### config.mk
export PLATFORM = sky130hd
export DESIGN_NAME = scpps_top
export DESIGN_NICKNAME = d
export VERILOG_FILES = /design/src/logic/scpps_pkg.sv /design/src/logic/scpps_stgrp.sv /design/src/logic/scpps_errq.sv /design/src/logic/scpps_top.sv
export VERILOG_INCLUDE_DIRS = /design/src /design/src/logic
export SDC_FILE = /design/constraint.sdc
export NUM_CORES = 1
export LEC_CHECK = 0
export ABC_AREA = 1
export BUFFER_PORTS_ARGS = -buffer_cell sky130_fd_sc_hd__buf_2
export CORE_ASPECT_RATIO = 0.9
export CORE_UTILIZATION = 57
export DETAILED_ROUTE_END_ITERATION = 12
export MAX_ROUTING_LAYER = met4
export PLACE_DENSITY = 0.75
export SLEW_MARGIN = 10
export SYNTH_ARGS = -nofsm -noshare
export SYNTH_HDL_FRONTEND = slang
export SYNTH_HIERARCHICAL = 1
export SYNTH_SLANG_ARGS = --single-unit
### constraint.sdc
create_clock -name ref_clk -period 4.88 [get_ports ref_clk]
set_input_delay 0.244 -clock ref_clk [delete_from_list [all_inputs] [get_ports ref_clk]]
set_output_delay 0.244 -clock ref_clk [all_outputs]
set_load 0.02 [all_outputs]
### src/logic/scpps_cfg.svh
// Constants of the command parser and status reporting block
`ifndef SCPPS_CFG_SVH
`define SCPPS_CFG_SVH
`define SCPPS_CH_LF      8'h0A
`define SCPPS_CH_SPACE   8'h20
`define SCPPS_CH_COLON   8'h3A
`define SCPPS_CH_SEMI    8'h3B
`define SCPPS_CH_STAR    8'h2A
`define SCPPS_CH_QMARK   8'h3F
`define SCPPS_CH_LC_A    8'h61
`define SCPPS_CH_LC_Z    8'h7A
`define SCPPS_CH_CASE    8'h20
`define SCPPS_ERR_SYNTAX 8'h01
`define SCPPS_ERR_HEADER 8'h02
`define SCPPS_ERR_LONG   8'h03
`define SCPPS_SEL_OPER   2'h0
`define SCPPS_SEL_QUES   2'h1
`define SCPPS_SEL_STD    2'h2
`define SCPPS_SEL_SRB    2'h3
`define SCPPS_OP_WTG     5
`define SCPPS_OP_TARM    6
`define SCPPS_OP_CV      8
`define SCPPS_OP_TDONE   9
`define SCPPS_OP_CC      10
`define SCPPS_OP_SDONE   11
`define SCPPS_OP_LDONE   12
`define SCPPS_OP_LRUN    14
`define SCPPS_OPER_RMASK 16'h4D60
`define SCPPS_QU_VMODE   0
`define SCPPS_QU_CMODE   1
`define SCPPS_QU_THERM   3
`define SCPPS_QU_SLAVE   6
`define SCPPS_QU_VPROT   12
`define SCPPS_QU_CPROT   13
`define SCPPS_QU_SINK    14
`define SCPPS_QUES_RMASK 16'h704B
`define SCPPS_STD_RMASK  8'hFF
`define SCPPS_STD_CMDERR 5
`define SCPPS_SRB_QUES   0
`define SCPPS_SRB_ERRQ   3
`define SCPPS_SRB_MAV    4
`define SCPPS_SRB_ESB    5
`define SCPPS_SRB_RQS    6
`define SCPPS_SRB_OPER   7
`define SCPPS_ROOT       5'h00
`define SCPPS_SOUR_NODE  5'h0E
`define SCPPS_RST16      16'h0000
`define SCPPS_RST8       8'h00
`endif

### src/logic/scpps_pkg.sv
// Types shared by the command parser and status reporting block
package scpps_pkg;
  typedef enum logic [2:0] {
    ST_START  = 3'b000,
    ST_KEY    = 3'b001,
    ST_SEP    = 3'b010,
    ST_QRY    = 3'b011,
    ST_DATA   = 3'b100,
    ST_COMMON = 3'b101,
    ST_SKIP   = 3'b110
  } scpps_state_e;
  typedef logic [4:0] scpps_node_t;
endpackage

### src/logic/scpps_stgrp.sv
// One status group: condition edge latch, event and enable registers
`timescale 1ns/10ps
`include "scpps_cfg.svh"
module scpps_stgrp #(
  parameter int           W     = 16,
  parameter logic [W-1:0] RMASK = '1
) (
  input  wire logic         ref_clk,
  input  wire logic         rst,
  input  wire logic [W-1:0] cond_in,
  input  wire logic         ena_wr,
  input  wire logic [W-1:0] ena_wdata,
  input  wire logic         evt_rd,
  output logic      [W-1:0] cond_rd,
  output logic      [W-1:0] evt_q,
  output logic              summary
);
  logic [W-1:0] prev_reg;
  logic [W-1:0] evt_reg;
  logic [W-1:0] ena_reg;
  logic [W-1:0] rise;

  if (W < 1 || W > 16) begin : g_bad_width
    $error("scpps_stgrp: W must be 1 to 16");
  end

  assign rise    = cond_in & ~prev_reg;
  assign cond_rd = cond_in & RMASK;
  assign evt_q   = evt_reg;
  assign summary = |(evt_reg & ena_reg);

  always_ff @(posedge ref_clk or posedge rst) begin
    if (rst) begin
      prev_reg <= '0;
    end else begin
      prev_reg <= cond_in;
    end
  end

  // New edge beats the read clear
  always_ff @(posedge ref_clk or posedge rst) begin
    if (rst) begin
      evt_reg <= '0;
    end else begin
      evt_reg <= (evt_rd ? '0 : evt_reg) | rise;
    end
  end

  always_ff @(posedge ref_clk or posedge rst) begin
    if (rst) begin
      ena_reg <= '0;
    end else if (ena_wr) begin
      ena_reg <= ena_wdata;
    end
  end
endmodule

### src/logic/scpps_errq.sv
// Error and event queue holding fault codes in arrival order
`timescale 1ns/10ps
module scpps_errq #(
  parameter int DEPTH = 8
) (
  input  wire logic       ref_clk,
  input  wire logic       rst,
  input  wire logic       push,
  input  wire logic [7:0] push_code,
  input  wire logic       pop,
  output logic            not_empty,
  output logic      [7:0] head_code
);
  localparam int AW = $clog2(DEPTH);
  logic [7:0]  mem_reg [DEPTH];
  logic [AW-1:0] wr_reg;
  logic [AW-1:0] rd_reg;
  logic [AW:0]   cnt_reg;
  logic          do_pop;
  logic          do_push;

  if (DEPTH < 2 || (DEPTH & (DEPTH - 1)) != 0) begin : g_bad_depth
    $error("scpps_errq: DEPTH must be a power of two, at least 2");
  end

  // When full the newest fault is dropped unless a pop frees a slot in the same cycle
  assign do_pop    = pop & (cnt_reg != '0);
  assign do_push   = push & ((cnt_reg != (AW+1)'(DEPTH)) | do_pop);
  assign not_empty = cnt_reg != '0;
  assign head_code = not_empty ? mem_reg[rd_reg] : 8'h00;

  always_ff @(posedge ref_clk) begin
    if (do_push) begin
      mem_reg[wr_reg] <= push_code;
    end
  end

  always_ff @(posedge ref_clk or posedge rst) begin
    if (rst) begin
      wr_reg  <= '0;
      rd_reg  <= '0;
      cnt_reg <= '0;
    end else begin
      wr_reg  <= wr_reg + AW'(do_push);
      rd_reg  <= rd_reg + AW'(do_pop);
      cnt_reg <= cnt_reg + (AW+1)'(do_push) - (AW+1)'(do_pop);
    end
  end
endmodule

### src/logic/scpps_top.sv
// Remote command tree parser with the status reporting structure
`timescale 1ns/10ps
`include "scpps_cfg.svh"
// Contract
// - Parameter follows final keyword after one space
// - Semicolon starts decoding the next unit
// - Leading colon returns parser to root
// - Line feed ends the program message
// - Terminator or root colon resets tree position
// - Optional source keyword allowed at root
// - Keyword colon moves one level deeper
// - Unit after semicolon stays at previous level
// - Unknown keyword at current level is error
// - Case-blind, exact short or long form
// - Asterisk means common; question mark means query
// - Two 16-bit, one 8-bit status groups
// - Enable masks events into the summary bit
// - Rising condition latches event; read clears
// - Bit 6 ORs enabled bits, drives request
// - Bit 3 queue not empty; bit 4 response
// - Operation condition bit layout, others zero
// - With external source, trigger wait held until input returns high
// - Operation bits 9, 12 are event only
// - Questionable condition bit layout, others zero
// - With external reference, either protection fault sets both bits
module scpps_top
  import scpps_pkg::*;
#(
  parameter int KW_MAX    = 12,
  parameter int ERR_DEPTH = 8
) (
  input  wire logic        ref_clk,
  input  wire logic        rst,
  input  wire logic        rx_valid,
  input  wire logic [7:0]  rx_data,
  output logic             rx_ready,
  output logic             unit_valid,
  output logic [4:0]       unit_node,
  output logic             unit_query,
  output logic             unit_common,
  output logic             unit_end,
  output logic             prm_valid,
  output logic [7:0]       prm_byte,
  input  wire logic        resp_read,
  input  wire logic        err_pop,
  output logic [7:0]       err_code,
  output logic             srq_req,
  input  wire logic        trig_armed,
  input  wire logic        trig_ext_src,
  input  wire logic        trig_in,
  input  wire logic        trans_armed,
  input  wire logic        cv_mode,
  input  wire logic        cc_mode,
  input  wire logic        sample_done,
  input  wire logic        trans_done,
  input  wire logic        list_done,
  input  wire logic        list_running,
  input  wire logic        volt_mode_err,
  input  wire logic        curr_mode_err,
  input  wire logic        thermal_err,
  input  wire logic        slave_fault,
  input  wire logic        vprot_err,
  input  wire logic        cprot_err,
  input  wire logic        sinking,
  input  wire logic        ext_ref_en,
  input  wire logic [7:0]  std_evt_in,
  input  wire logic [1:0]  stat_sel,
  input  wire logic        stat_rd_cond,
  input  wire logic        stat_rd_event,
  input  wire logic        stat_wr_enable,
  input  wire logic [15:0] stat_wdata,
  output logic [15:0]      stat_rdata
);
  localparam int NKW = 24;
  // Keyword text, long length, short length, parent node
  localparam logic [95:0] KW_TXT [1:NKW] = '{
    "STATUS", "OPERATION", "QUESTIONABLE", "PRESET",
    "CONDITION", "ENABLE", "EVENT", "CONDITION", "ENABLE", "EVENT",
    "MEASURE", "VOLTAGE", "CURRENT", "SOURCE", "VOLTAGE", "CURRENT",
    "LEVEL", "LEVEL", "TRIGGER", "INITIATE", "OUTPUT", "SYSTEM",
    "ERROR", "FUNCTION"};
  localparam logic [3:0] KW_LL [1:NKW] = '{
    4'h6, 4'h9, 4'hC, 4'h6, 4'h9, 4'h6, 4'h5, 4'h9, 4'h6, 4'h5,
    4'h7, 4'h7, 4'h7, 4'h6, 4'h7, 4'h7, 4'h5, 4'h5, 4'h7, 4'h8,
    4'h6, 4'h6, 4'h5, 4'h8};
  localparam logic [3:0] KW_SL [1:NKW] = '{
    4'h4, 4'h4, 4'h4, 4'h4, 4'h4, 4'h4, 4'h4, 4'h4, 4'h4, 4'h4,
    4'h4, 4'h4, 4'h4, 4'h4, 4'h4, 4'h4, 4'h3, 4'h3, 4'h4, 4'h4,
    4'h4, 4'h4, 4'h3, 4'h4};
  localparam logic [4:0] KW_PAR [1:NKW] = '{
    5'h00, 5'h01, 5'h01, 5'h01, 5'h02, 5'h02, 5'h02, 5'h03, 5'h03,
    5'h03, 5'h00, 5'h0B, 5'h0B, 5'h00, 5'h0E, 5'h0E, 5'h0F, 5'h10,
    5'h00, 5'h00, 5'h00, 5'h00, 5'h16, 5'h0E};

  scpps_state_e            state_reg;
  scpps_state_e            st_next;
  scpps_node_t             level_reg;
  scpps_node_t             lvl_next;
  scpps_node_t             last_reg;
  scpps_node_t             hit;
  logic [KW_MAX*8-1:0]     kw_buf_reg;
  logic [3:0]              kw_len_reg;
  logic [7:0]              ch;
  logic                    rx_fire;
  logic                    is_kwch;
  logic                    fault;
  logic [7:0]              fcode;
  logic                    emit;
  logic                    app;
  logic                    clr;
  logic                    last_ld;
  logic                    qry_set;
  logic                    com_set;
  logic                    prm;
  logic                    qry_reg;
  logic                    com_reg;
  logic                    fault_reg;
  logic                    resp_reg;
  logic                    wtg_hold_reg;
  logic                    trigger_wait_flag;
  logic [15:0]             oper_cond;
  logic [15:0]             ques_cond;
  logic [7:0]              std_cond;
  logic [15:0]             oper_rd;
  logic [15:0]             ques_rd;
  logic [7:0]              std_rd;
  logic [15:0]             oper_evt;
  logic [15:0]             ques_evt;
  logic [7:0]              std_evt;
  logic                    oper_sum;
  logic                    ques_sum;
  logic                    std_sum;
  logic                    errq_ne;
  logic [7:0]              sre_reg;
  logic [7:0]              srb_base;
  logic [7:0]              srb;
  logic                    rqs;
  logic                    prot_any;

  if (KW_MAX < 12 || KW_MAX > 15) begin : g_bad_kw
    $error("scpps_top: KW_MAX must be 12 to 15");
  end

  function automatic logic [7:0] to_upper(input logic [7:0] c);
    if (c >= `SCPPS_CH_LC_A && c <= `SCPPS_CH_LC_Z) begin
      return c & ~`SCPPS_CH_CASE;
    end
    return c;
  endfunction

  // Match exact short or exact long form below the given parent
  function automatic scpps_node_t kw_find(input scpps_node_t par);
    logic        ok_s;
    logic        ok_l;
    scpps_node_t found;
    found = `SCPPS_ROOT;
    for (int k = 1; k <= NKW; k++) begin
      ok_s = kw_len_reg == KW_SL[k];
      ok_l = kw_len_reg == KW_LL[k];
      for (int i = 0; i < KW_MAX; i++) begin
        if (i < int'(KW_LL[k])) begin
          if (kw_buf_reg[8*i +: 8] != KW_TXT[k][8*(int'(KW_LL[k])-1-i) +: 8]) begin
            ok_l = 1'b0;
            if (i < int'(KW_SL[k])) begin
              ok_s = 1'b0;
            end
          end
        end
      end
      if (KW_PAR[k] == par && (ok_s || ok_l)) begin
        found = 5'(k);
      end
    end
    return found;
  endfunction

  assign rx_ready = ~unit_valid;
  assign rx_fire  = rx_valid & rx_ready;
  assign ch       = to_upper(rx_data);
  assign is_kwch  = (ch >= 8'h41 && ch <= 8'h5A) || (ch >= 8'h30 && ch <= 8'h39)
                    || ch == 8'h5F;

  // Source keyword is implied when nothing matches at the root
  always_comb begin
    hit = kw_find(level_reg);
    if (hit == `SCPPS_ROOT && level_reg == `SCPPS_ROOT) begin
      hit = kw_find(`SCPPS_SOUR_NODE);
    end
  end

  always_comb begin
    st_next  = state_reg;
    lvl_next = level_reg;
    fault    = 1'b0;
    fcode    = `SCPPS_ERR_SYNTAX;
    emit     = 1'b0;
    app      = 1'b0;
    clr      = 1'b0;
    last_ld  = 1'b0;
    qry_set  = 1'b0;
    com_set  = 1'b0;
    prm      = 1'b0;
    if (rx_fire) begin
      case (state_reg)
        ST_START: begin
          if (ch == `SCPPS_CH_LF) begin
            lvl_next = `SCPPS_ROOT;
          end else if (ch == `SCPPS_CH_SPACE) begin
            st_next = ST_START;
          end else if (ch == `SCPPS_CH_COLON) begin
            lvl_next = `SCPPS_ROOT;
            st_next  = ST_SEP;
          end else if (ch == `SCPPS_CH_STAR) begin
            com_set = 1'b1;
            st_next = ST_COMMON;
          end else if (is_kwch) begin
            app     = 1'b1;
            st_next = ST_KEY;
          end else begin
            fault = 1'b1;
          end
        end
        ST_SEP: begin
          if (is_kwch) begin
            app     = 1'b1;
            st_next = ST_KEY;
          end else begin
            fault = 1'b1;
          end
        end
        ST_KEY: begin
          if (is_kwch) begin
            if (kw_len_reg == 4'(KW_MAX)) begin
              fault = 1'b1;
              fcode = `SCPPS_ERR_LONG;
            end else begin
              app = 1'b1;
            end
          end else if (ch == `SCPPS_CH_COLON || ch == `SCPPS_CH_QMARK
                       || ch == `SCPPS_CH_SPACE || ch == `SCPPS_CH_SEMI
                       || ch == `SCPPS_CH_LF) begin
            if (hit == `SCPPS_ROOT) begin
              fault = 1'b1;
              fcode = `SCPPS_ERR_HEADER;
            end else begin
              last_ld = 1'b1;
              clr     = 1'b1;
              if (ch == `SCPPS_CH_COLON) begin
                lvl_next = hit;
                st_next  = ST_SEP;
              end else if (ch == `SCPPS_CH_QMARK) begin
                qry_set = 1'b1;
                st_next = ST_QRY;
              end else if (ch == `SCPPS_CH_SPACE) begin
                st_next = ST_DATA;
              end else if (ch == `SCPPS_CH_SEMI) begin
                emit    = 1'b1;
                st_next = ST_START;
              end else begin
                emit     = 1'b1;
                lvl_next = `SCPPS_ROOT;
                st_next  = ST_START;
              end
            end
          end else begin
            fault = 1'b1;
          end
        end
        ST_QRY, ST_COMMON: begin
          if (state_reg == ST_COMMON && is_kwch) begin
            st_next = ST_COMMON;
          end else if (state_reg == ST_COMMON && ch == `SCPPS_CH_QMARK) begin
            qry_set = 1'b1;
            st_next = ST_QRY;
          end else if (ch == `SCPPS_CH_SPACE) begin
            st_next = ST_DATA;
          end else if (ch == `SCPPS_CH_SEMI) begin
            emit    = 1'b1;
            st_next = ST_START;
          end else if (ch == `SCPPS_CH_LF) begin
            emit     = 1'b1;
            lvl_next = `SCPPS_ROOT;
            st_next  = ST_START;
          end else begin
            fault = 1'b1;
          end
        end
        ST_DATA: begin
          // Quoted strings holding separators are not supported
          if (ch == `SCPPS_CH_SEMI) begin
            emit    = 1'b1;
            st_next = ST_START;
          end else if (ch == `SCPPS_CH_LF) begin
            emit     = 1'b1;
            lvl_next = `SCPPS_ROOT;
            st_next  = ST_START;
          end else begin
            prm = 1'b1;
          end
        end
        ST_SKIP: begin
          if (ch == `SCPPS_CH_LF) begin
            lvl_next = `SCPPS_ROOT;
            st_next  = ST_START;
          end
        end
        default: begin
          st_next = ST_START;
        end
      endcase
      if (fault) begin
        clr = 1'b1;
        if (ch == `SCPPS_CH_LF) begin
          lvl_next = `SCPPS_ROOT;
          st_next  = ST_START;
        end else begin
          st_next = ST_SKIP;
        end
      end
    end
  end

  always_ff @(posedge ref_clk or posedge rst) begin
    if (rst) begin
      state_reg <= ST_START;
      level_reg <= `SCPPS_ROOT;
    end else begin
      state_reg <= st_next;
      level_reg <= lvl_next;
    end
  end

  always_ff @(posedge ref_clk or posedge rst) begin
    if (rst) begin
      kw_buf_reg <= '0;
      kw_len_reg <= 4'h0;
    end else if (clr) begin
      kw_len_reg <= 4'h0;
    end else if (app) begin
      kw_buf_reg[8*kw_len_reg +: 8] <= ch;
      kw_len_reg                    <= kw_len_reg + 4'h1;
    end
  end

  always_ff @(posedge ref_clk or posedge rst) begin
    if (rst) begin
      last_reg <= `SCPPS_ROOT;
      qry_reg  <= 1'b0;
      com_reg  <= 1'b0;
    end else begin
      if (last_ld) begin
        last_reg <= hit;
      end else if (com_set) begin
        last_reg <= `SCPPS_ROOT;
      end
      qry_reg <= (qry_reg | qry_set) & ~emit & ~fault;
      com_reg <= (com_reg | com_set) & ~emit & ~fault;
    end
  end

  always_ff @(posedge ref_clk or posedge rst) begin
    if (rst) begin
      unit_valid  <= 1'b0;
      unit_node   <= `SCPPS_ROOT;
      unit_query  <= 1'b0;
      unit_common <= 1'b0;
      unit_end    <= 1'b0;
      prm_valid   <= 1'b0;
      prm_byte    <= 8'h00;
    end else begin
      unit_valid <= emit;
      prm_valid  <= prm;
      if (emit) begin
        unit_node   <= last_ld ? hit : last_reg;
        unit_query  <= qry_reg;
        unit_common <= com_reg;
        unit_end    <= ch == `SCPPS_CH_LF;
      end
      if (prm) begin
        prm_byte <= rx_data;
      end
    end
  end

  // Query answer stays pending until the reader takes it
  always_ff @(posedge ref_clk or posedge rst) begin
    if (rst) begin
      resp_reg  <= 1'b0;
      fault_reg <= 1'b0;
    end else begin
      resp_reg  <= (resp_read ? 1'b0 : resp_reg) | (emit & qry_reg);
      fault_reg <= fault;
    end
  end

  scpps_errq #(
    .DEPTH(ERR_DEPTH)
  ) u_errq (
    .ref_clk   (ref_clk),
    .rst       (rst),
    .push      (fault),
    .push_code (fcode),
    .pop       (err_pop),
    .not_empty (errq_ne),
    .head_code (err_code)
  );

  // External trigger low keeps the wait flag until it rises again
  always_ff @(posedge ref_clk or posedge rst) begin
    if (rst) begin
      wtg_hold_reg <= 1'b0;
    end else begin
      wtg_hold_reg <= trig_ext_src & ~trig_in & trigger_wait_flag;
    end
  end
  assign trigger_wait_flag      = trig_armed | wtg_hold_reg;
  assign prot_any = vprot_err | cprot_err;

  always_comb begin
    oper_cond                  = `SCPPS_RST16;
    oper_cond[`SCPPS_OP_WTG]   = trigger_wait_flag;
    oper_cond[`SCPPS_OP_TARM]  = trans_armed;
    oper_cond[`SCPPS_OP_CV]    = cv_mode;
    oper_cond[`SCPPS_OP_TDONE] = trans_done;
    oper_cond[`SCPPS_OP_CC]    = cc_mode;
    oper_cond[`SCPPS_OP_SDONE] = sample_done;
    oper_cond[`SCPPS_OP_LDONE] = list_done;
    oper_cond[`SCPPS_OP_LRUN]  = list_running;
    ques_cond                  = `SCPPS_RST16;
    ques_cond[`SCPPS_QU_VMODE] = volt_mode_err;
    ques_cond[`SCPPS_QU_CMODE] = curr_mode_err;
    ques_cond[`SCPPS_QU_THERM] = thermal_err;
    ques_cond[`SCPPS_QU_SLAVE] = slave_fault;
    ques_cond[`SCPPS_QU_VPROT] = vprot_err | (ext_ref_en & prot_any);
    ques_cond[`SCPPS_QU_CPROT] = cprot_err | (ext_ref_en & prot_any);
    ques_cond[`SCPPS_QU_SINK]  = sinking;
    std_cond                   = std_evt_in;
    std_cond[`SCPPS_STD_CMDERR] = std_evt_in[`SCPPS_STD_CMDERR] | fault_reg;
  end

  // Condition read masks hide the event-only operation bits
  scpps_stgrp #(
    .W     (16),
    .RMASK (`SCPPS_OPER_RMASK)
  ) u_oper (
    .ref_clk   (ref_clk),
    .rst       (rst),
    .cond_in   (oper_cond),
    .ena_wr    (stat_wr_enable && stat_sel == `SCPPS_SEL_OPER),
    .ena_wdata (stat_wdata),
    .evt_rd    (stat_rd_event && stat_sel == `SCPPS_SEL_OPER),
    .cond_rd   (oper_rd),
    .evt_q     (oper_evt),
    .summary   (oper_sum)
  );

  scpps_stgrp #(
    .W     (16),
    .RMASK (`SCPPS_QUES_RMASK)
  ) u_ques (
    .ref_clk   (ref_clk),
    .rst       (rst),
    .cond_in   (ques_cond),
    .ena_wr    (stat_wr_enable && stat_sel == `SCPPS_SEL_QUES),
    .ena_wdata (stat_wdata),
    .evt_rd    (stat_rd_event && stat_sel == `SCPPS_SEL_QUES),
    .cond_rd   (ques_rd),
    .evt_q     (ques_evt),
    .summary   (ques_sum)
  );

  scpps_stgrp #(
    .W     (8),
    .RMASK (`SCPPS_STD_RMASK)
  ) u_std (
    .ref_clk   (ref_clk),
    .rst       (rst),
    .cond_in   (std_cond),
    .ena_wr    (stat_wr_enable && stat_sel == `SCPPS_SEL_STD),
    .ena_wdata (stat_wdata[7:0]),
    .evt_rd    (stat_rd_event && stat_sel == `SCPPS_SEL_STD),
    .cond_rd   (std_rd),
    .evt_q     (std_evt),
    .summary   (std_sum)
  );

  always_ff @(posedge ref_clk or posedge rst) begin
    if (rst) begin
      sre_reg <= `SCPPS_RST8;
    end else if (stat_wr_enable && stat_sel == `SCPPS_SEL_SRB) begin
      sre_reg <= stat_wdata[7:0];
    end
  end

  always_comb begin
    srb_base                  = `SCPPS_RST8;
    srb_base[`SCPPS_SRB_QUES] = ques_sum;
    srb_base[`SCPPS_SRB_ERRQ] = errq_ne;
    srb_base[`SCPPS_SRB_MAV]  = resp_reg;
    srb_base[`SCPPS_SRB_ESB]  = std_sum;
    srb_base[`SCPPS_SRB_OPER] = oper_sum;
    rqs                       = |(srb_base & sre_reg);
    srb                       = srb_base;
    srb[`SCPPS_SRB_RQS]       = rqs;
  end

  always_ff @(posedge ref_clk or posedge rst) begin
    if (rst) begin
      srq_req    <= 1'b0;
      stat_rdata <= `SCPPS_RST16;
    end else begin
      srq_req <= rqs;
      if (stat_rd_cond || stat_rd_event) begin
        case (stat_sel)
          `SCPPS_SEL_OPER: stat_rdata <= stat_rd_event ? oper_evt : oper_rd;
          `SCPPS_SEL_QUES: stat_rdata <= stat_rd_event ? ques_evt : ques_rd;
          `SCPPS_SEL_STD:  stat_rdata <= {8'h00, stat_rd_event ? std_evt : std_rd};
          default:         stat_rdata <= {8'h00, srb};
        endcase
      end
    end
  end
endmodule

# Word level (Yosys, flattened, before mapping)
# Memory sizes are Yosys's and may differ from the RTL's.
# Index checks and enable logic that the tools add are counted.
[word_totals] in_bits=60 memories=1 out_inout_bits=44 regBits=274 mem_bits_rw=64
[op_classes] muxes=347 magnitude_cmp=6 bitwise_logic=38 add_sub_neg=6 eq_ne=110 shift=2 n_reduce_logical=80
[mem_list] memory="u_errq.mem_reg" words=8 width=8 read_ports=1 rd_clocked_by_memory_dff=0 wr=1 line="scpps_errq.sv:15" source="logic [7:0] mem_reg [DEPTH];"
[ops] cell="$ne 8x7->1 const B" n=73
[ops] cell="$mux 1" n=257
[ops] cell="$mux 5" n=46
[ops] cell="$bwmux 96" n=1
[ops] cell="$shift 8x34->96 const A" n=1
[ops] cell="$shiftx 8x34->96" n=1
[ops] cell="$mux 16" n=4
[ops] cell="$mux 8" n=8
[ops] cell="$mux 3" n=18
[ops] cell="$pmux 16 s3" n=1
[ops] cell="$eq 8x6->1 const B" n=5
[ops] cell="$logic_and 1x1->1" n=37
[ops] cell="$neg 7->34" n=1
[ops] cell="$and 15x16->16" n=2
[ops] cell="$and 16x16->16" n=2
[ops] cell="$not 15->16" n=2
[ops] cell="$or 16x16->16" n=2
[ops] cell="$reduce_or 16->1" n=2
[ops] cell="$logic_or 1x1->1" n=28
[ops] cell="$pmux 5 s5" n=1
[ops] cell="$and 8x8->8" n=3
[ops] cell="$pmux 3 s6" n=1
[ops] cell="$eq 4x3->1 const B" n=4
[ops] cell="$ge 8x7->1 const B" n=2
[ops] cell="other kinds (41)" n=87

# Longest topological paths before layout
[logic_depth] ltp_word=55 ltp_mapped=33 ltp_nobuf=33

# Modules after synthesis
# Netlist, hierarchy kept.
[modules_own_cells] module="scpps_top" cells_each=1584 n_inst=1 area_per_inst_um2=10815.4
[modules_own_cells] module="scpps_stgrp at u_oper ..." cells_each=169 n_inst=2 area_per_inst_um2=1941.9
[modules_own_cells] module="scpps_errq" cells_each=344 n_inst=1 area_per_inst_um2=3467.1
[modules_own_cells] module="scpps_stgrp at u_std" cells_each=98 n_inst=1 area_per_inst_um2=947.2

# Worst setup path after synthesis
# Ideal clock, no wire load.
[synth_path] kind="register to register" from="register kw_len_reg[0]" to="register u_errq.cnt_reg[2]" path_slack_ns=0.839 path_buffers=2 required_time_ns=4.757 arrival_ns=3.918 stages_incl_launch_ff=33 setup_time_ns=0.123 cell_sequence="dfrtp_1 inv_1 clkbuf_1 ha_1 nand2_1 nor2_1 inv_2 buf_6 nor2_1 inv_1 nand2_1 nand2_1 nor2_1 nor2_1 nand4_1 nor2_1 nand4_1 nor2_1 o2111ai_1 nor2_4 nand2_4 nand2_8 nand2_4 nand2_4 nand2_4 inv_1 nor2_1 inv_1 nand2_1 ha_1 inv_1 fa_1 xnor2_1"
[synth_between] elab_chain_cells=50
[synth_rtl] item="start, declared" line="scpps_top.sv:102" source="logic [3:0] kw_len_reg;"
[synth_rtl] item="start signal, assigned" line="scpps_top.sv:341" source="kw_len_reg <= kw_len_reg + 4'h1;"
[synth_rtl] item="$eq 4x4->1" line="scpps_top.sv:159, scpps_top.sv:233"
[synth_rtl] item="$mux 1 (8 in a row)" line="scpps_top.sv:162" source="if (kw_buf_reg[8*i +: 8] != KW_TXT[k][8*(int'(KW_LL[k])-1-i) +: 8]) begin"
[synth_rtl] item="$mux 1"
[synth_rtl] item="$mux 1" line="scpps_top.sv:162"
[synth_rtl] item="$mux 1"
[synth_rtl] item="$mux 1" line="scpps_top.sv:162"
[synth_rtl] item="$logic_or 1x1->1" line="scpps_top.sv:170" source="if (KW_PAR[k] == par && (ok_s || ok_l)) begin"
[synth_rtl] item="$logic_and 1x1->1" line="scpps_top.sv:170"
[synth_rtl] item="(+27 left out)"
[synth_rtl] item="$mux 1" line="scpps_top.sv:239" source="end else if (ch == `SCPPS_CH_COLON || ch == `SCPPS_CH_QMARK"
[synth_rtl] item="$mux 1 (*)" line="scpps_top.sv:232" source="if (is_kwch) begin"
[synth_rtl] item="$pmux 1 s4 (*)" line="scpps_top.sv:204" source="case (state_reg)"
[synth_rtl] item="$mux 1 (*) (2 in a row)" line="scpps_top.sv:203" source="if (rx_fire) begin"
[synth_rtl] item="named net fault" line="scpps_top.sv:106" source="logic fault;"
[synth_rtl] item="$and 1x1->1 (*)" line="scpps_errq.sv:28" source="assign do_push = push & ((cnt_reg != (AW+1)'(DEPTH)) | do_pop);"
[synth_rtl] item="$add 4x1->4 (*)" line="scpps_errq.sv:46" source="cnt_reg <= cnt_reg + (AW+1)'(do_push) - (AW+1)'(do_pop);"
[synth_rtl] item="$sub 4x1->4 (*)" line="scpps_errq.sv:46"
[synth_rtl] item="end signal, assigned" line="scpps_errq.sv:46"
[synth_rtl] item="end, declared" line="scpps_errq.sv:18" source="logic [AW:0] cnt_reg;"
# Mark *: on every way through the listed nets, which the timed path passes. The rest lies on a longest branch. The select of a mux whose other input is x is not followed.
# A chain may end at the register's enable or synchronous reset.

# Worst setup path in the final report
[layout_path] from="register kw_buf_reg[39]" to="register u_errq.cnt_reg[2]"
[layout_between] elab_chain_cells=46
[layout_rtl] item="start, declared" line="scpps_top.sv:101" source="logic [KW_MAX*8-1:0] kw_buf_reg;"
[layout_rtl] item="start signal, assigned by index" line="scpps_top.sv:340" source="kw_buf_reg[8*kw_len_reg +: 8] <= ch;"
[layout_rtl] item="$ne 8x7->1" line="scpps_top.sv:162"
[layout_rtl] item="$mux 1 (4 in a row)" line="scpps_top.sv:162"
[layout_rtl] item="$mux 1"
[layout_rtl] item="$mux 1" line="scpps_top.sv:162"
[layout_rtl] item="$mux 1"
[layout_rtl] item="$mux 1" line="scpps_top.sv:162"
[layout_rtl] item="$logic_or 1x1->1" line="scpps_top.sv:170"
[layout_rtl] item="$logic_and 1x1->1" line="scpps_top.sv:170"
[layout_rtl] item="(+27 left out)"
[layout_rtl] item="$mux 1 (*)" line="scpps_top.sv:239"
[layout_rtl] item="$mux 1 (*)" line="scpps_top.sv:232"
[layout_rtl] item="$pmux 1 s4 (*)" line="scpps_top.sv:204"
[layout_rtl] item="$mux 1 (*) (2 in a row)" line="scpps_top.sv:203"
[layout_rtl] item="named net fault" line="scpps_top.sv:106"
[layout_rtl] item="$and 1x1->1 (*)" line="scpps_errq.sv:28"
[layout_rtl] item="$add 4x1->4 (*)" line="scpps_errq.sv:46"
[layout_rtl] item="$sub 4x1->4 (*)" line="scpps_errq.sv:46"
# Marks and branches as above.

==> reports/qor.csv <==
metric,value,unit
coreArea,32900,sq um
timing.fmax,224,MHz
fin_crit_sh,0.915,
layout.core_utilization,0.659,
crit_start,kw_buf_reg[39]$_DFFE_PP0P_,
maxCapViolCount,0,
setup-violations-final,0,
worstSetupPathType,reg -> reg,
multiInputGateArea,8120,sq um
wl_per_cell,17.5,microns
r2r-end,u_errq/cnt_reg[2]$_DFF_PP0_,
crit_cells,29,
grt_pass1_vias,15800,
cts_tree,built,
die_w,195,microns
largest_reg_flops,96,
synth-seq-area-share,0.478,
cpLargestDelayFamily,simple AND/OR/NAND/NOR gates,
num_antenna_cells,0,
crit_path_max_incr_delay,460,ps
share_seq_of_total_power,0.407,
die_y,176,microns
dr.pass1.iters,8,
min_path_type,in -> reg,
worstSetupEndpoint,u_errq/cnt_reg[2]$_DFF_PP0_,
yosys_register_bits,352,
reg2regPathDepth,29,
antenna_found_initial,0,
cpMaxStageDelayCell,nor2_1,
rsz0062_at_grt,false,
cp.arrival,4890,ps
gp_congestion,1.02,
ys_types,67,
critPathBufInv,3,
grt-ovfl-total,0,
syn_avg_cell_area,8.09,sq um
port_buffers,103,
ios,104,
switching_power,3.17,mW
path_clk_slew,60,ps
synthArstFlopShare,0.818,
start_util,0.580,
ff2ff_setup_slack,420,ps
min_period,4460,ps
rows,63,
power_density,413,nW/um^2
drc_errors,0,
p_int,5.79,mW
fin_skew,14.8,ps
ant_nets,0,
dpl.hpwl,39.6,mm
yosysWarnings,6,
synth-edff-count,64,
p_comb_frac,0.281,
cp-end-kind,flip-flop,
fp.dieArea,34300,sq um
hold_viol,0,
clock_tree.buffer_depth,3,
regArea,9130,sq um
routed_via_density,5.42,
drtIter0Drc,1415,
synthCells,2364,
worstMarginPinSlew,1220,ps
synth-main-ff-cell,dfrtp_1,
grt_max_degree,70,
wl,53.0,mm
p_leak,10.8,nW
nets,2651,
htree_levels,2,
grt_usage,0.325,
vdd_drop_max,0.343,mV
cp.required,5300,ps
clockPowerShare,0.312,
yosysTopAreaCellShare,0.377,
critPathLaunchType,flip-flop,
n_fill_cell,2735,
r2r-start,kw_buf_reg[39]$_DFFE_PP0P_,
area_growth,13.6,%
relSlewSlack,0.187,
p_sw_frac,0.354,
cts_root_buf,clkbuf_16,
numCtsBuffers,37,
grt_pass1_wl,84.4,mm
clkSinkCount,352,
synthTopCellsByArea,"dfrtp_1 38%, nand2_1 10%, edfxtp_1 10%, inv_1 7.4%, nor2_1 4.9%",
synth_top_area_cell,dfrtp_1,
num_vias,16400,
finalSetupTns,0,ps
report.final.slew_viol_count,0,
path_max_fanout,8,
post_cts_buffers,0,
synth_area,19100,sq um
worstSkewPairLatency,540,ps
status,"complete, no violations",
drive_gt1_frac,0.135,
## synth_stat cells (all sizes together), types with 9 or more instances
cell    number
buf         74
ha          14
nor3        86
dfrtp      288
o22ai       45
nand2      553
nor4        16
o31ai       11
a221oi       9
inv        402
o21ai      120
nand4       57
clkbuf      26
mux2        42
edfxtp      64
nor2       274
nand3      170
a21oi       54
## power groups by stage
stage | Sequential [mW] | Clock, mW | Combinational, mW
final | 3.65 | 2.79 | 2.52
after global routing | 3.69 | 2.95 | 2.80
after CTS | 3.65 | 2.84 | 2.50
after detailed placement | 3.70 | 0 | 2.46
after global placement | 3.68 | 0 | 2.40
after floorplan | 3.63 | 0 | 1.89
## final cells by class
cell class	count	share of cell area
flip-flops and latches	352	0.421
multi-input cells	1602	0.374
inverters	408	0.0714
repair buffers	175	0.0535
clock buffers	52	0.0499
well taps	422	0.0243
clock inverters	15	0.00605
## worst min-delay path: stages
cell and delay (ps):
buf_2 150, nand2_1 70, o21ai_0 60
## kinds of logic after synthesis
kind of cell / synth area share
multiplexers: 0.0287
adder cells (fa/ha/maj): 0.0102
AO/OA/AOI/OAI: 0.0869
XOR/XNOR: 0.00275
AND/OR/NAND/NOR: 0.276
buffers and inverters: 0.117
flip-flops: 0.478
other: 0.000589
## cells in the final DEF, fill, tap and decap left out, types with 20 or more instances in the layout
cell type / n
nand2_1: 530
inv_1: 374
dfrtp_1: 287
nor2_1: 248
nand3_1: 164
o21ai_0: 110
buf_2: 103
conb_1: 101
nor3_1: 75
edfxtp_1: 64
a21oi_1: 53
nand4_1: 51
o22ai_1: 45
dlygate4sd3_1: 42
clkbuf_16: 38
buf_4: 30
inv_2: 22
mux2_2: 22
nor2_2: 21
mux2_4: 20
## worst min path at each step
stage / cells past startpoint / startpoint / slack (ps) / endpoint
4_1_cts: 3 / stat_wdata[0] / 4 / u_std/ena_reg[0]$_DFFE_PP0P_
5_1_grt: 3 / stat_wdata[0] / 9 / u_std/ena_reg[0]$_DFFE_PP0P_
2_1_floorplan: 1 / rst / 80 / u_errq/cnt_reg[0]$_DFF_PP0_
3_5_place_dp: 2 / rst / 350 / u_errq/cnt_reg[0]$_DFF_PP0_
3_3_place_gp: 2 / rst / 340 / u_errq/cnt_reg[0]$_DFF_PP0_
6_report: 3 / stat_wdata[0] / 20 / u_std/ena_reg[0]$_DFFE_PP0P_
## routing by layer
layer,wire length (microns),GRT usage
met1,23700,0.440
met2,24200,0.507
met3,3840,0.0551
met4,1260,0.0856
met5,0,-
## repair_timing
action | CTS | global route
hold buffers | 42 | 0
endpoints found under the setup margin | 0 | 18
gates resized for setup | 0 | 3
hold endpoints to repair | 206 | 0
## metrics by stage
| step | total power [mW] | worst slack (ps) | hold slack [ps] | instances | cell area (sq um) |
|---|---|---|---|---|---|
| after global placement | 6.08 | 384 | 339 | 2917 | 20100 |
| after detailed placement | 6.15 | 320 | 346 | 2917 | 20100 |
| after floorplan | 5.52 | 373 | 84.2 | 2462 | 19500 |
| after CTS | 8.99 | 305 | 3.75 | 3026 | 21700 |
| final | 8.97 | 416 | 18.0 | 3026 | 21700 |
| after global routing | 9.45 | 38.5 | 8.69 | 3026 | 21700 |
(Power assumes the default switching activity.)
